===== src/logic/dtg_pkg.sv =====
package dtg_pkg;

  // System clock and the crystal reference that every tone and burst time is derived from.
  localparam int unsigned CLK_HZ        = 250_000_000;
  localparam int unsigned REF_HZ        = 3_579_545;
  localparam logic [28:0] CLK_HZ_W      = 29'(CLK_HZ);
  localparam logic [28:0] REF_HZ_W      = 29'(REF_HZ);

  // Tone synthesis: a period is always this many equal segments.
  localparam int unsigned SEGMENTS      = 32;
  localparam int unsigned PHASE_W       = $clog2(SEGMENTS);
  localparam int unsigned SEG_W         = 8;

  // Segment lengths in reference ticks, low group then high group.
  localparam logic [SEG_W-1:0] SEG_LEN_L1 = 8'ha0;
  localparam logic [SEG_W-1:0] SEG_LEN_L2 = 8'h92;
  localparam logic [SEG_W-1:0] SEG_LEN_L3 = 8'h84;
  localparam logic [SEG_W-1:0] SEG_LEN_L4 = 8'h76;
  localparam logic [SEG_W-1:0] SEG_LEN_H1 = 8'h5c;
  localparam logic [SEG_W-1:0] SEG_LEN_H2 = 8'h54;
  localparam logic [SEG_W-1:0] SEG_LEN_H3 = 8'h4c;
  localparam logic [SEG_W-1:0] SEG_LEN_H4 = 8'h44;

  // Quarter sine, magnitude out of 127, for segments 0 to 8 of 32.
  localparam logic [6:0] SINE_QTR [0:8] = '{7'h00, 7'h19, 7'h31, 7'h47, 7'h5a, 7'h6a, 7'h75, 7'h7d, 7'h7f};
  localparam logic [7:0] SINE_MID       = 8'h80;

  // Burst and guard times in milliseconds, then in reference ticks (rounded down).
  localparam int unsigned BURST_MS      = 51;
  localparam int unsigned GUARD_MS      = 20;
  localparam int unsigned CNT_W         = 20;
  localparam logic [CNT_W-1:0] BURST_TICKS = CNT_W'(REF_HZ * BURST_MS / 1000);
  localparam logic [CNT_W-1:0] GUARD_TICKS = CNT_W'(REF_HZ * GUARD_MS / 1000);

  // Wishbone register byte offsets.
  localparam logic [7:0] ADDR_DATA      = 8'h00;
  localparam logic [7:0] ADDR_CTRL      = 8'h04;
  localparam logic [7:0] ADDR_STAT      = 8'h08;

  // Control register fields.
  localparam int unsigned CTRL_W        = 5;
  localparam int unsigned CTRL_TX_EN    = 0;
  localparam int unsigned CTRL_BURST    = 1;
  localparam int unsigned CTRL_CP       = 2;
  localparam int unsigned CTRL_IRQ_EN   = 3;
  localparam int unsigned CTRL_RX_EN    = 4;
  localparam logic [CTRL_W-1:0] CTRL_RESET = 5'h10;

  // Status register fields.
  localparam int unsigned STAT_IRQ      = 0;
  localparam int unsigned STAT_TX_RDY   = 1;
  localparam int unsigned STAT_RX_FULL  = 2;
  localparam int unsigned STAT_DSTEER_N = 3;

  // Transmit burst sequencer states.
  typedef enum logic [2:0] {
    TX_IDLE  = 3'b001,
    TX_BURST = 3'b010,
    TX_PAUSE = 3'b100
  } dtg_tx_state_t;

endpackage


===== src/logic/dtg_tone_burst_generator.sv =====
// Decided for this implementation: the address map and the Wishbone register port.
`timescale 1ns/1ps
// How it works
// - A transmit data write latches the 4-bit code and makes a 2-of-8 row/column selection.
// - Every tone period is 32 equal segments; only segment length sets frequency.
// - Segment divider counts to the code's terminal value, pulses, then restarts.
// - Each divider pulse advances a phase counter addressing the sine table.
// - Row and column chains run side by side and their samples are summed.
// - All sixteen pairs from 697/770/852/941 and 1209/1336/1477/1633 Hz are available.
// - Everything is timed from one 3.579545 MHz reference tick.
// - Burst mode sends a 51 ms tone then an equal 51 ms pause.
// - Transmitter-ready sets once the burst and its pause are finished.
// - Call-progress mode doubles burst and pause to 102 ms.
// - Call-progress plus burst mode transmits only, registering no received pairs.
// - Call-progress mode blocks signalling pair detection; call-progress tones only then.
// - In call-progress mode the shared output carries the in-band square wave, else low.
// - Too-short pairs leave receive data alone; validated pairs latch their code.
// - Receive data holds its last code until the next valid pair.
// - Dropouts shorter than the absence guard change neither data nor steering.
// - Status bit 3 shows delayed steering, low while a valid signal stands.
// - Status bit 2 sets on new received data and clears on status read.
// - Interrupt asserts on new received data and releases on status read.
// - Codes 1-9 binary, 0=1010, star=1011, hash=1100, A-C=1101-1111, D=0000.
// - Early detect follows two valid tones present, dropping as soon as lost.
module dtg_tone_burst_generator
  import dtg_pkg::*;
#(
  parameter logic [dtg_pkg::CNT_W-1:0] BURST_TICKS_P = dtg_pkg::BURST_TICKS,
  parameter logic [dtg_pkg::CNT_W-1:0] GUARD_TICKS_P = dtg_pkg::GUARD_TICKS
) (
  input  wire logic        mclk_i,
  input  wire logic        reset_n_i,
  input  wire logic        wb_cyc_i,
  input  wire logic        wb_stb_i,
  input  wire logic        wb_we_i,
  input  wire logic [7:0]  wb_adr_i,
  input  wire logic [3:0]  wb_sel_i,
  input  wire logic [31:0] wb_dat_i,
  output logic      [31:0] wb_dat_o,
  output logic             wb_ack_o,
  input  wire logic        tone_pair_present_i,
  input  wire logic [3:0]  tone_pair_code_i,
  input  wire logic        cp_in_band_i,
  input  wire logic        cp_limited_i,
  output logic      [8:0]  tone_sample_o,
  output logic             tone_active_o,
  output logic             early_tone_detect_o,
  output logic             steering_guard_output_o,
  output logic      [3:0]  rx_code_bits_o,
  output logic             irq_or_tone_square_out_o
);
  import dtg_pkg::*;

  ////////////////////////////////////////////////////////////////////////////////
  // Functions.

  // Digit code to {row, column} indices.
  function automatic logic [3:0] code_to_rc(input logic [3:0] code);
    logic [3:0] rc;
    rc = 4'hf;
    case (code)
      4'h1: rc = 4'h0;
      4'h2: rc = 4'h1;
      4'h3: rc = 4'h2;
      4'h4: rc = 4'h4;
      4'h5: rc = 4'h5;
      4'h6: rc = 4'h6;
      4'h7: rc = 4'h8;
      4'h8: rc = 4'h9;
      4'h9: rc = 4'ha;
      4'ha: rc = 4'hd;
      4'hb: rc = 4'hc;
      4'hc: rc = 4'he;
      4'hd: rc = 4'h3;
      4'he: rc = 4'h7;
      4'hf: rc = 4'hb;
      default: rc = 4'hf;
    endcase
    return rc;
  endfunction

  // Segment length for one group, picked by a one-hot nibble of the 2-of-8 selection.
  function automatic logic [SEG_W-1:0] seg_len(input logic high, input logic [3:0] onehot);
    logic [SEG_W-1:0] len;
    len = high ? SEG_LEN_H4 : SEG_LEN_L4;
    case (onehot)
      4'h1: len = high ? SEG_LEN_H1 : SEG_LEN_L1;
      4'h2: len = high ? SEG_LEN_H2 : SEG_LEN_L2;
      4'h4: len = high ? SEG_LEN_H3 : SEG_LEN_L3;
      default: len = high ? SEG_LEN_H4 : SEG_LEN_L4;
    endcase
    return len;
  endfunction

  // Sine lookup from a 32-step phase, offset binary around mid-scale.
  function automatic logic [7:0] sine_at(input logic [PHASE_W-1:0] ph);
    logic [3:0] idx;
    logic [6:0] mag;
    idx = ph[3] ? 4'(4'h8 - {1'b0, ph[2:0]}) : {1'b0, ph[2:0]};
    mag = SINE_QTR[idx];
    return ph[4] ? 8'(SINE_MID - {1'b0, mag}) : 8'(SINE_MID + {1'b0, mag});
  endfunction

  ////////////////////////////////////////////////////////////////////////////////
  // Reference tick: a fractional accumulator turns the fast clock into 3.579545 MHz.

  logic [28:0] ref_acc_reg, ref_acc_next;
  logic        ref_tick_reg, ref_tick_next;

  // The tick carries ref-tick jitter of one fast clock, far below any tone or burst tolerance.
  always_comb begin
    ref_acc_next  = 29'(ref_acc_reg + REF_HZ_W);
    ref_tick_next = 1'b0;
    if (ref_acc_next >= CLK_HZ_W) begin
      ref_acc_next  = 29'(ref_acc_next - CLK_HZ_W);
      ref_tick_next = 1'b1;
    end
  end

  always_ff @(posedge mclk_i or negedge reset_n_i) begin
    if (!reset_n_i) begin
      ref_acc_reg  <= '0;
      ref_tick_reg <= 1'b0;
    end else begin
      ref_acc_reg  <= ref_acc_next;
      ref_tick_reg <= ref_tick_next;
    end
  end

  ////////////////////////////////////////////////////////////////////////////////
  // Wishbone slave and registers.

  logic              ack_reg, ack_next;
  logic [31:0]       dat_reg, dat_next;
  logic [CTRL_W-1:0] ctrl_reg, ctrl_next;
  logic [3:0]        tx_code_reg, tx_code_next;
  logic [7:0]        tx_sel_reg, tx_sel_next;
  logic              tx_write;
  logic              stat_read;
  logic              rx_full_reg, rx_full_next;
  logic              irq_pend_reg, irq_pend_next;
  logic              tx_rdy_reg;
  logic              dsteer_reg;
  logic              rx_latch;
  logic [3:0]        rx_code_reg;
  logic [3:0]        rc;

  // Ack comes one cycle after the request is seen; the write and any read side effect happen
  // on the edge where the master samples ack, so an abandoned request leaves no trace.
  always_comb begin
    ack_next     = wb_cyc_i & wb_stb_i & ~ack_reg;
    dat_next     = dat_reg;
    ctrl_next    = ctrl_reg;
    tx_code_next = tx_code_reg;
    tx_sel_next  = tx_sel_reg;
    tx_write     = 1'b0;
    stat_read    = 1'b0;
    rc           = code_to_rc(wb_dat_i[3:0]);
    if (ack_next) begin
      dat_next = '0;
      case (wb_adr_i)
        ADDR_DATA: dat_next[3:0] = rx_code_reg;
        ADDR_CTRL: dat_next[CTRL_W-1:0] = ctrl_reg;
        ADDR_STAT: begin
          dat_next[STAT_IRQ]      = irq_pend_reg;
          dat_next[STAT_TX_RDY]   = tx_rdy_reg;
          dat_next[STAT_RX_FULL]  = rx_full_reg;
          dat_next[STAT_DSTEER_N] = ~dsteer_reg;
        end
        default: dat_next = '0;
      endcase
    end
    if (wb_cyc_i && wb_stb_i && ack_reg) begin
      if (wb_we_i && wb_sel_i[0] && wb_adr_i == ADDR_DATA) begin
        tx_write     = 1'b1;
        tx_code_next = wb_dat_i[3:0];
        tx_sel_next  = {4'(4'h1 << rc[3:2]), 4'(4'h1 << rc[1:0])};
      end
      if (wb_we_i && wb_sel_i[0] && wb_adr_i == ADDR_CTRL) begin
        ctrl_next = wb_dat_i[CTRL_W-1:0];
      end
      if (!wb_we_i && wb_adr_i == ADDR_STAT) begin
        stat_read = 1'b1;
      end
    end
    // A new received code in the same edge as a status read keeps its flags.
    rx_full_next  = rx_latch | (rx_full_reg & ~stat_read);
    irq_pend_next = rx_latch | (irq_pend_reg & ~stat_read);
  end

  always_ff @(posedge mclk_i or negedge reset_n_i) begin
    if (!reset_n_i) begin
      ack_reg      <= 1'b0;
      dat_reg      <= '0;
      ctrl_reg     <= CTRL_RESET;
      tx_code_reg  <= '0;
      tx_sel_reg   <= '0;
      rx_full_reg  <= 1'b0;
      irq_pend_reg <= 1'b0;
    end else begin
      ack_reg      <= ack_next;
      dat_reg      <= dat_next;
      ctrl_reg     <= ctrl_next;
      tx_code_reg  <= tx_code_next;
      tx_sel_reg   <= tx_sel_next;
      rx_full_reg  <= rx_full_next;
      irq_pend_reg <= irq_pend_next;
    end
  end

  assign wb_ack_o = ack_reg;
  assign wb_dat_o = dat_reg;

  ////////////////////////////////////////////////////////////////////////////////
  // Burst sequencer.

  dtg_tx_state_t    tx_state_reg, tx_state_next;
  logic [CNT_W-1:0] burst_cnt_reg, burst_cnt_next;
  logic [CNT_W-1:0] burst_len;
  logic             tx_rdy_next;
  logic             tone_on;
  logic             cp_mode;
  logic             burst_mode;

  assign cp_mode    = ctrl_reg[CTRL_CP];
  assign burst_mode = ctrl_reg[CTRL_BURST];

  // Call-progress mode doubles both halves; the length is sampled at every tick so a mode
  // change mid-burst takes effect on the running interval.
  always_comb begin
    burst_len      = cp_mode ? CNT_W'({BURST_TICKS_P, 1'b0}) : BURST_TICKS_P;
    tx_state_next  = tx_state_reg;
    burst_cnt_next = burst_cnt_reg;
    tx_rdy_next    = tx_rdy_reg;
    case (tx_state_reg)
      TX_IDLE: begin
        if (!burst_mode) begin
          tx_rdy_next = 1'b1;
        end
      end
      TX_BURST, TX_PAUSE: begin
        if (ref_tick_reg) begin
          burst_cnt_next = CNT_W'(burst_cnt_reg + 1'b1);
          if (burst_cnt_next >= burst_len) begin
            burst_cnt_next = '0;
            if (tx_state_reg == TX_BURST) begin
              tx_state_next = TX_PAUSE;
            end else begin
              tx_state_next = TX_IDLE;
              tx_rdy_next   = 1'b1;
            end
          end
        end
        if (!burst_mode) begin
          tx_state_next  = TX_IDLE;
          burst_cnt_next = '0;
          tx_rdy_next    = 1'b1;
        end
      end
      default: begin
        tx_state_next  = TX_IDLE;
        burst_cnt_next = '0;
      end
    endcase
    if (tx_write && burst_mode) begin
      tx_state_next  = TX_BURST;
      burst_cnt_next = '0;
      tx_rdy_next    = 1'b0;
    end
    // With burst mode off the host gates the tone with the enable bit and its own timer.
    tone_on = burst_mode ? (tx_state_reg == TX_BURST) : ctrl_reg[CTRL_TX_EN];
  end

  always_ff @(posedge mclk_i or negedge reset_n_i) begin
    if (!reset_n_i) begin
      tx_state_reg  <= TX_IDLE;
      burst_cnt_reg <= '0;
      tx_rdy_reg    <= 1'b1;
    end else begin
      tx_state_reg  <= tx_state_next;
      burst_cnt_reg <= burst_cnt_next;
      tx_rdy_reg    <= tx_rdy_next;
    end
  end

  ////////////////////////////////////////////////////////////////////////////////
  // Two tone chains: index 0 is the row group, index 1 the column group.

  logic [SEG_W-1:0]   seg_cnt_reg [0:1];
  logic [SEG_W-1:0]   seg_cnt_next [0:1];
  logic [PHASE_W-1:0] phase_reg [0:1];
  logic [PHASE_W-1:0] phase_next [0:1];
  logic [8:0]         sample_reg, sample_next;
  logic               tone_active_reg;
  logic [SEG_W-1:0]   term;

  // Phase restarts at zero when the tone stops, so every burst begins at the same point.
  always_comb begin
    term = '0;
    for (int g = 0; g < 2; g++) begin
      seg_cnt_next[g] = seg_cnt_reg[g];
      phase_next[g]   = phase_reg[g];
      term = seg_len(g[0], g[0] ? tx_sel_reg[3:0] : tx_sel_reg[7:4]);
      if (!tone_on) begin
        seg_cnt_next[g] = '0;
        phase_next[g]   = '0;
      end else if (ref_tick_reg) begin
        if (seg_cnt_reg[g] >= SEG_W'(term - 1'b1)) begin
          seg_cnt_next[g] = '0;
          phase_next[g]   = PHASE_W'(phase_reg[g] + 1'b1);
        end else begin
          seg_cnt_next[g] = SEG_W'(seg_cnt_reg[g] + 1'b1);
        end
      end
    end
    sample_next = tone_on ? 9'({1'b0, sine_at(phase_reg[0])} + {1'b0, sine_at(phase_reg[1])})
                          : {SINE_MID, 1'b0};
  end

  always_ff @(posedge mclk_i or negedge reset_n_i) begin
    if (!reset_n_i) begin
      for (int g = 0; g < 2; g++) begin
        seg_cnt_reg[g] <= '0;
        phase_reg[g]   <= '0;
      end
      sample_reg      <= {SINE_MID, 1'b0};
      tone_active_reg <= 1'b0;
    end else begin
      for (int g = 0; g < 2; g++) begin
        seg_cnt_reg[g] <= seg_cnt_next[g];
        phase_reg[g]   <= phase_next[g];
      end
      sample_reg      <= sample_next;
      tone_active_reg <= tone_on;
    end
  end

  assign tone_sample_o = sample_reg;
  assign tone_active_o = tone_active_reg;

  ////////////////////////////////////////////////////////////////////////////////
  // Receive steering: digital guard timers stand in for the external RC network.

  logic             early_reg, early_next;
  logic             dsteer_next;
  logic [CNT_W-1:0] guard_cnt_reg, guard_cnt_next;
  logic [3:0]       rx_code_next;
  logic             shared_out_reg, shared_out_next;

  // The guard counter runs toward a state change and restarts whenever the early signal
  // agrees with the steering state again, which is what makes short dropouts harmless.
  always_comb begin
    early_next     = tone_pair_present_i & ~cp_mode & ctrl_reg[CTRL_RX_EN];
    dsteer_next    = dsteer_reg;
    guard_cnt_next = guard_cnt_reg;
    rx_code_next   = rx_code_reg;
    rx_latch       = 1'b0;
    if (early_reg == dsteer_reg) begin
      guard_cnt_next = '0;
    end else if (ref_tick_reg) begin
      guard_cnt_next = CNT_W'(guard_cnt_reg + 1'b1);
      if (guard_cnt_next >= GUARD_TICKS_P) begin
        guard_cnt_next = '0;
        dsteer_next    = early_reg;
        if (early_reg) begin
          rx_code_next = tone_pair_code_i;
          rx_latch     = 1'b1;
        end
      end
    end
    // Call-progress mode shows the limited tone only when it lies in the accept band.
    shared_out_next = cp_mode ? (cp_in_band_i & cp_limited_i)
                              : (ctrl_reg[CTRL_IRQ_EN] & irq_pend_next);
  end

  always_ff @(posedge mclk_i or negedge reset_n_i) begin
    if (!reset_n_i) begin
      early_reg      <= 1'b0;
      dsteer_reg     <= 1'b0;
      guard_cnt_reg  <= '0;
      rx_code_reg    <= '0;
      shared_out_reg <= 1'b0;
    end else begin
      early_reg      <= early_next;
      dsteer_reg     <= dsteer_next;
      guard_cnt_reg  <= guard_cnt_next;
      rx_code_reg    <= rx_code_next;
      shared_out_reg <= shared_out_next;
    end
  end

  assign early_tone_detect_o      = early_reg;
  assign steering_guard_output_o  = dsteer_reg;
  assign rx_code_bits_o           = rx_code_reg;
  assign irq_or_tone_square_out_o = shared_out_reg;

endmodule


===== config.mk =====
export PLATFORM = sky130hd
export DESIGN_NAME = dtg_tone_burst_generator
export DESIGN_NICKNAME = d
export VERILOG_FILES = /design/src/logic/dtg_pkg.sv /design/src/logic/dtg_tone_burst_generator.sv
export SDC_FILE = /design/constraint.sdc
export NUM_CORES = 1
export LEC_CHECK = 0
export ABC_CLOCK_PERIOD_IN_PS = 3500
export BUFFER_PORTS_ARGS = -buffer_cell sky130_fd_sc_hd__clkbuf_2
export CORE_MARGIN = 2
export CORE_UTILIZATION = 45
export DETAILED_ROUTE_END_ITERATION = 7
export PLACE_DENSITY = 0.66
export RECOVER_POWER = 50
export SLEW_MARGIN = 20
export SYNTH_ARGS = -nofsm -noshare
export SYNTH_HDL_FRONTEND = slang
export SYNTH_SLANG_ARGS = --single-unit

===== constraint.sdc =====
create_clock -name mclk_i -period 3.5 [get_ports mclk_i]
set_input_delay 0.875 -clock mclk_i [delete_from_list [all_inputs] [get_ports mclk_i]]
set_output_delay 0.875 -clock mclk_i [all_outputs]
set_load 0.02 [all_outputs]

==> qor.txt, run 1 <==
First-pass GRT wire length = 40400 um
Synth cell types = 87
Worst path cell trace = or4b_4 > ha_4 > a21oi_4 > o21ai_2 > ha_1 > a21o_1 > a21o_1 > a21o_1 > a21o_1 > a21o_1 > a21o_1 > a211o_1 > a311oi_2 > a31o_2
DR iter-0 viols = 514
Cell mode on critical path = a21o_1
DIE WIDTH = 154 um
Starting density of the core = 46.1%
Final worst slack = 0.0881 ns
YS warnings = 0
Top_reg_cell synth = dfrtp_1
Synth area leaders = dfrtp_1 (33%), ha_1 (7.2%), xnor2_1 (4.8%), nand2_1 (4.7%), o21ai_0 (3.9%)
Gr usage total = 20.7%
Drt wl/cell = 15.6 um
Syn avg cell area = 8.68 um^2
Top delay family on crit path = compound AO/OA/AOI/OAI gates
Vias in the first global route = 8126
Area leader, netlist = dfrtp_1
Power Density = 301 nW/um^2
Detailed placer's ending HPWL = 17400 um
Worst vdd ir = 0.302 mV
Initial antenna violation count = 0
CTS max path bufs = 2
Adder-cell share of the synthesized area = 7.36%
Layout Skew = 0.0123 ns
Number of vias per cell = 5.67
Crit path launch type = flop
Xor/xnor share of the synthesized area = 7.09%
Count of final setup violators = 0
Hold WC Path Type = flop to flop
Share of layout cells above drive strength 1 = 19.1%
Area Growth Syn to Fin = 16.7%
CP bufs+invs = 0
Mapped Cells = 1167
Setup slack after placement = -0.0523 ns
DRC violations left = 0
Syn Std Cell Area = 10100 um^2
Drt first pass iters = 5
Max incr delay on CP = 0.56 ns
Non-filler instance count after layout = 1551
Least-Margin Pin Slew = 1.51 ns
Setup crit end kind = flop
Vias post-DR = 8791
Clk pin slew, worst setup/hold paths = 0.06 ns
# rows = 54
Crit-path slowest cell = or4b_4
Num ports = 106
Placed cell areas = 11000 um^2
RSZ-0062 raised after global routing = true
Lkg Pwr = 5.24 nW
Most frequent cell after synthesis = dfrtp_1
EDFF count, synth = 0
Final min period = 3.41 ns
Pin count of the biggest net entering global routing = 62
Hold-fix buffers at CTS = 0
Buffers on Ports = 48
CTS root buf = clkbuf_16
CTS tree = yes
Routability cong. = 0.863
Worst EP arrival = 3.78 ns
Final Cycle Share = 97.5%
Post-synthesis simple-gate area fraction = 21.8%
Core Region = 22000 um^2
Sequential share of the synthesized area = 34.1%
FF+latch count, synth = 138
Ant. Diodes = 0
Post-synth ARST share = 100%
Commonest cells in the netlist = dfrtp_1 (134), nand2_1 (127), nor2_1 (86)
Largest fanout on the critical path = 4
Max Cap Viol = 1
Worst relative slew slack = -0.933%
Failing checks = capacitance limit, slew limit
ANT nets after route = 0
Final Hold Vio Count = 0
Largest register FFs = 29
H-tree depth = 4
CTS buffer count = 17
Global route total overflow = 0
F_max = 0.293 GHz
Placed Cells = 1509
Die height = 154 um
Post-layout utilization of the core = 53.9%
CTS sink cnt = 138
Post-layout net count = 1373
Largest family of logic cells by synthesized area = simple AND/OR/NAND/NOR gates
Critical Path RT = 3.86 ns
Crit path kind = flop to flop
Worst hold slack = 0.480 ns
Synth top area share = 33.1%
Fin. max-slew vios = 57
Final Cell Area = 11800 um^2
Final wirelength = 24200 um
Mux share of post-synthesis cell area = 2.80%
Die ar. = 23700 um^2
Compound-Gate Fraction of Synth Area = 21.0%
Insertion delay to the later sink of the worst-skew pair = 0.43 ns
Status = finished, violations left
[tightest hold or removal path: cells and delay by family (launching register included)]
family	cells	cell delay, ns
AND/OR/NAND/NOR	1	0.05
AO/OA/AOI/OAI	1	0.06
flip-flops	1	0.34
[stage by stage]
stage | setup TNS, ns | power, W
3_5_place_dp | -0.218 | 0.00177
4_1_cts | 0 | 0.00360
2_1_floorplan | 0 | 0.00172
5_1_grt | -0.332 | 0.00369
6_report | 0 | 0.00356
3_3_place_gp | -0.00415 | 0.00177
[metal layers]
| metal | wire length (um) | global-route usage [%] | share of wire [%] | up-vias |
|---|---|---|---|---|
| met5 | 0 | 0 | 0 | - |
| met4 | 197 | 4.45 | 0.81 | 0 |
| met3 | 1010 | 4.06 | 4.2 | 15 |
| met2 | 11400 | 33.8 | 47 | 177 |
| met1 | 11600 | 28.5 | 48 | 4257 |
| li1 | - | - | - | 4342 |
[where the power goes]
group	internal, W	switching, W
sequential	0.00160	0.00000487
combinational	0.0000318	0.0000981
clock	0.00111	0.000719
[what timing repair did]
item                                    CTS  global route
gates resized for setup                   6            47
setup buffers                             1             9
endpoints found under the setup margin    3            46
pin swaps                                 3            28
gates cloned                              0             0
[cell type report]
cell class / count / area (um^2)
clock inverters: 10 / 118
repair buffers: 126 / 875
fillers: 1979 / 10100
flip-flops and latches: 138 / 3460
well taps: 280 / 350
inverters: 40 / 153
clock buffers: 22 / 474
multi-input cells: 935 / 6390
[placed cells by master, fill, tap and decap left out, drive strengths merged, types with 9 or more instances in the layout]
master / count
o21ai: 83
nand3: 42
o31ai: 18
mux2: 11
and2: 17
ha: 58
buf: 76
dfrtp: 134
a211oi: 11
a211o: 9
mux2i: 16
xor2: 27
clkbuf: 72
o211ai: 14
or3: 9
a21oi: 49
nand4: 22
nand2b: 21
xnor2: 55
nand2: 127
and3: 20
a31oi: 13
a21o: 18
nor3: 26
nor2: 86
inv: 40
conb: 27
nor2b: 20
[kinds of logic (layout without fill, tap and decap cells)]
kind of cell	count (synthesis)	count (layout)
and+or+nand+nor	437	437
xor gates and xnor gates	82	82
AOI/OAI and AO/OA	303	303
buffers and inverters	120	198
adders and majority gates	59	59
muxes	27	27
other	1	27
DFF	138	138
[path summary, 6_finish.rpt]
check                      depth (start not counted)     startpoint  slack (ns)               end
max                                               14  tx_sel_reg[7]        0.09      phase_reg[7]
min                                                2    wb_dat_o[2]        0.48       wb_dat_o[2]
max reg2reg                                       14  tx_sel_reg[7]        0.09      phase_reg[7]
min reg2reg                                        2    wb_dat_o[2]        0.48       wb_dat_o[2]
max in group asynchronous                          2      reset_n_i        0.74  burst_cnt_reg[9]
min in group asynchronous                          1      reset_n_i        0.81  guard_cnt_reg[3]
Note: power is estimated with default switching activity, not from simulation.
==> inputs of run 2 (changes only) <==
--- a/config.mk
+++ b/config.mk
@@ -9,6 +9,8 @@
 export BUFFER_PORTS_ARGS = -buffer_cell sky130_fd_sc_hd__clkbuf_2
 export CORE_MARGIN = 2
 export CORE_UTILIZATION = 45
+export CTS_BUF_LIST = sky130_fd_sc_hd__clkbuf_8
+export CTS_CLUSTER_DIAMETER = 150
 export DETAILED_ROUTE_END_ITERATION = 7
 export PLACE_DENSITY = 0.66
 export RECOVER_POWER = 50
==> qor.txt, run 2 (synthesis results as in run 1) <==
Status = finished, final reports clean
Pin count of the biggest net entering global routing = 62
Least-Margin Pin Slew = 1.47 ns
Cell mode on critical path = a21o_1
Insertion delay to the later sink of the worst-skew pair = 0.47 ns
CTS root buf = clkbuf_8
DRC violations left = 0
Placed Cells = 1509
Num ports = 106
Worst hold path cell count = 2
Fin. max-slew vios = 0
R2R depth = 14
Core Region = 22000 um^2
Final wirelength = 24000 um
Buffers on Ports = 48
Area Growth Syn to Fin = 14.6%
DR iter-0 viols = 482
Tot Pwr = 0.00307 W
Final Cycle Share = 97.7%
Gr usage total = 20.4%
F_max = 0.292 GHz
First-pass GRT wire length = 39900 um
Max incr delay on CP = 0.56 ns
Die height = 154 um
Lkg Pwr = 5.16 nW
Share of layout cells above drive strength 1 = 19.2%
# rows = 54
CTS max path bufs = 2
CTS buffer count = 17
Largest fanout on the critical path = 5
Vias post-DR = 8744
Final Hold Vio Count = 0
Die ar. = 23700 um^2
Setup TNS = 0 ns
Number of vias per cell = 5.63
Post-layout net count = 1374
Worst relative slew slack = 1.91%
Critical Path RT = 3.90 ns
Global route total overflow = 0
Worst path cell trace = or4b_4 > ha_4 > a21oi_4 > o21ai_2 > ha_1 > a21o_1 > a21o_1 > a21o_1 > a21o_1 > a21o_1 > a21o_1 > a211o_1 > a311oi_1 > a31o_2
Most common cell after layout, fill and taps aside = dfrtp_1
Ant. Diodes = 0
Starting density of the core = 46.1%
RSZ-0062 raised after global routing = true
DIE WIDTH = 154 um
Vias in the first global route = 8092
Largest register FFs = 29
Final min period = 3.42 ns
Routability cong. = 0.863
Worst vdd ir = 0.230 mV
Crit path kind = flop to flop
Worst EP arrival = 3.82 ns
Area occupied by multi-input gates = 6380 um^2
Power Density = 264 nW/um^2
FILL cells = 2017
ANT nets after route = 0
H-tree depth = 4
Crit-path slowest cell = or4b_4
Placed cell areas = 11000 um^2
Initial antenna violation count = 0
Non-filler instance count after layout = 1552
Final Cell Area = 11600 um^2
Drt first pass iters = 5
Setup crit end kind = flop
Sequential cell area = 3460 um^2
Hold WC Path Type = flop to flop
Clk pin slew, worst setup/hold paths = 0.08 ns
Count of final setup violators = 0
Max Cap Viol = 0
Layout Skew = 0.0224 ns
Drt wl/cell = 15.5 um
Crit path launch type = flop
Commonest cells after routing, fill and taps aside = dfrtp_1 (129), nand2_1 (124), nor2_1 (80)
Detailed placer's ending HPWL = 17400 um
Hold-fix buffers at CTS = 0
CTS tree = yes
CTS sink cnt = 138
[run 2: changes by cell type in the layout (fill, tap and decap cells not counted), sizes merged]
cell    change
inv         +2
clkbuf      -1
[run 2: what timing repair did]
item	CTS	global route
buffers inserted	0	11
pin swaps	3	24
resized for setup	3	43
setup endpoints to repair	3	47
[run 2: cell type report]
class                           count  share of cell area, %
Multi-Input combinational cell    935                   55.0
Sequential cell                   138                   29.8
Timing Repair Buffer              127                   7.40
Tap cell                          280                   3.02
Clock buffer                       20                   2.37
Inverter                           40                   1.31
Clock inverter                     12                   1.08
[run 2: final timing paths]
check	from	endpoint	slack (ns)
hold / removal	wb_dat_o[2]	wb_dat_o[2]	0.48
setup reg to reg	tx_sel_reg[7]	phase_reg[7]	0.08
max in group asynchronous	reset_n_i	phase_reg[0]	0.49
setup / recovery	tx_sel_reg[7]	phase_reg[7]	0.08
min in group asynchronous	reset_n_i	guard_cnt_reg[3]	0.75
hold reg to reg	wb_dat_o[2]	wb_dat_o[2]	0.48
[run 2: metal layers]
metal | GRT usage (%) | vias to the layer above | wire [um]
met5 | 0 | - | 0
li1 | - | 4354 | -
met2 | 33.1 | 142 | 11300
met3 | 3.92 | 22 | 906
met4 | 5.43 | 0 | 305
met1 | 28.1 | 4226 | 11500
[run 2: critical path: cells and delay by family (launching register included)]
| family | cells | cell delay (ns) |
|---|---|---|
| adders and majority gates | 2 | 0.50 |
| DFF | 1 | 0.39 |
| AOI/OAI and AO/OA | 11 | 1.94 |
| and+or+nand+nor | 1 | 0.56 |
[run 2: per-stage QoR]
step	hold WS [ns]	setup WS, ns	utilization (%)
floorplan	0.445	0.00167	-
global placement	0.459	-0.00415	50.1
detailed placement	0.475	-0.0523	50.1
CTS	0.373	0.00647	51.9
global route	0.516	-0.139	52.9
finish	0.484	0.0807	52.9
[run 2: power by group]
group          switching [W]  total [W]  internal (W)
clock               0.000655    0.00134      0.000685
sequential        0.00000472    0.00160       0.00160
combinational      0.0000976   0.000127     0.0000296
total               0.000758    0.00307       0.00231
==> inputs of run 3 (changes only) <==
--- a/config.mk
+++ b/config.mk
@@ -6,13 +6,12 @@
 export NUM_CORES = 1
 export LEC_CHECK = 0
 export ABC_CLOCK_PERIOD_IN_PS = 3500
-export BUFFER_PORTS_ARGS = -buffer_cell sky130_fd_sc_hd__clkbuf_2
 export CORE_MARGIN = 2
 export CORE_UTILIZATION = 45
 export CTS_BUF_LIST = sky130_fd_sc_hd__clkbuf_8
 export CTS_CLUSTER_DIAMETER = 150
 export DETAILED_ROUTE_END_ITERATION = 7
-export PLACE_DENSITY = 0.66
+export DONT_BUFFER_PORTS = 1
 export RECOVER_POWER = 50
 export SLEW_MARGIN = 20
 export SYNTH_ARGS = -nofsm -noshare
==> qor.txt, run 3 (synthesis results as in run 1) <==
Die height = 154 um
DIE WIDTH = 154 um
Fin. max-slew vios = 0
Hold WC Path Type = primary input to asynchronous set/reset pin
Clk pin slew, worst setup/hold paths = 0.09 ns
Status = finished, final reports clean
Crit path launch type = flop
Setup TNS = 0 ns
CTS tree = yes
Worst EP arrival = 3.84 ns
Buffers on Ports = 0
Vias in the first global route = 8028
First-pass GRT wire length = 39300 um
Vias post-DR = 8602
# rows = 54
Setup crit end kind = flop
Core Region = 22000 um^2
Initial antenna violation count = 1
Starting density of the core = 46.1%
Worst hold slack = 0.116 ns
Crit path kind = flop to flop
CTS max path bufs = 2
Most common cell after layout, fill and taps aside = dfrtp_1
Global route total overflow = 0
DR iter-0 viols = 621
Final Cycle Share = 98.7%
Sequential cell area = 3460 um^2
Count of final setup violators = 0
Final Hold Vio Count = 0
Worst vdd ir = 0.207 mV
Post-layout net count = 1336
Final wirelength = 23700 um
Max Cap Viol = 0
Insertion delay to the later sink of the worst-skew pair = 0.46 ns
Drt wl/cell = 15.7 um
R2r setup slk = 0.05 ns
Area occupied by multi-input gates = 6540 um^2
ANT nets after route = 0
Layout Skew = 0.0162 ns
Final Cell Area = 11600 um^2
RSZ-0062 raised after global routing = true
Hold-fix buffers at CTS = 0
F_max = 0.289 GHz
Num ports = 106
FILL cells = 2021
DRC violations left = 0
Share of layout cells above drive strength 1 = 18.4%
Die ar. = 23700 um^2
Placed cell areas = 10800 um^2
CTS sink cnt = 138
Gr usage total = 20.0%
Largest register FFs = 29
H-tree depth = 4
Commonest cells after routing, fill and taps aside = dfrtp_1 (131), nand2_1 (125), buf_4 (83)
Power Density = 251 nW/um^2
Critical Path RT = 3.89 ns
CTS root buf = clkbuf_8
Routability cong. = 0.858
CTS buffer count = 17
Area Growth Syn to Fin = 14.2%
Pin count of the biggest net entering global routing = 139
Drt first pass iters = 5
Lkg Pwr = 5.02 nW
Largest fanout on the critical path = 5
Detailed placer's ending HPWL = 16900 um
Least-Margin Pin Slew = 1.00 ns
Final min period = 3.45 ns
Worst relative slew slack = 32.8%
Number of vias per cell = 5.68
## run 3: cell types whose count changed in the layout (fill, tap and decap cells not counted), sizes merged
cell and change:
diode +1, clkinv +2, inv +3, buf +12, clkbuf -53, bufinv -2
## run 3: per-layer routing
| metal | wire, um | track usage, % | up-vias |
|---|---|---|---|
| met5 | 0 | 0 | - |
| met4 | 214 | 4.45 | 0 |
| met1 | 11400 | 27.6 | 4135 |
| li1 | - | - | 4275 |
| met3 | 897 | 3.41 | 22 |
| met2 | 11200 | 33.0 | 170 |
## run 3: worst paths after layout
path,from,endpoint,depth (start not counted)
max,tx_sel_reg[5],seg_cnt_reg[10],15
max reg2reg,tx_sel_reg[5],seg_cnt_reg[10],15
max in group asynchronous,reset_n_i,tx_rdy_reg,0
min,reset_n_i,guard_cnt_reg[6],0
min in group mclk_i,rx_full_reg,rx_full_reg,2
min reg2reg,rx_full_reg,rx_full_reg,2
## run 3: cell type report
cell class                      count  share of cell area [%]
Timing Repair Buffer               89                    5.98
Multi-Input combinational cell    935                    56.5
Clock buffer                       17                    2.02
Antenna cell                        1                  0.0216
Clock inverter                     15                    1.16
Sequential cell                   138                    29.9
Inverter                           40                    1.32
Tap cell                          280                    3.03
## run 3: timing repair
item | in CTS | in global routing
endpoints found under the hold margin | 0 | 0
resized for setup | 6 | 69
cloned | 0 | 0
setup buffers | 2 | 8
pin swaps | 6 | 32
setup endpoints to repair | 6 | 41
## run 3: per-stage QoR
step	setup WS, ns	util [%]	instances	total power, W
5_1_grt	-0.160	52.7	1514	0.00302
2_1_floorplan	0.00167	-	1193	0.00172
6_report	0.0457	52.7	1515	0.00291
4_1_cts	0.00269	51.0	1506	0.00294
3_3_place_gp	-0.0190	49.1	1472	0.00170
3_5_place_dp	-0.0481	49.1	1472	0.00170
## run 3: report_power, final
group / leakage [nW] / total, W / switching, W / internal, W
registers: 1.82 / 0.00161 / 0.00000783 / 0.00160
clock network: 0.173 / 0.00123 / 0.000721 / 0.000512
logic: 3.03 / 0.0000695 / 0.0000501 / 0.0000194
total: 5.02 / 0.00291 / 0.000779 / 0.00213
## run 3: worst max-delay path: stages, from the launching register on
cell and delay, ns:
dfrtp_1 0.39, or4b_4 0.56, ha_4 0.18, a21oi_2 0.12, o21ai_2 0.08, ha_1 0.29
a21o_1 0.15, a21o_1 0.15, a21o_1 0.15, a21o_1 0.15, a21o_1 0.17, a21o_1 0.22
a211oi_4 0.36, buf_4 0.19, nand2_4 0.07, o2bb2ai_4 0.16
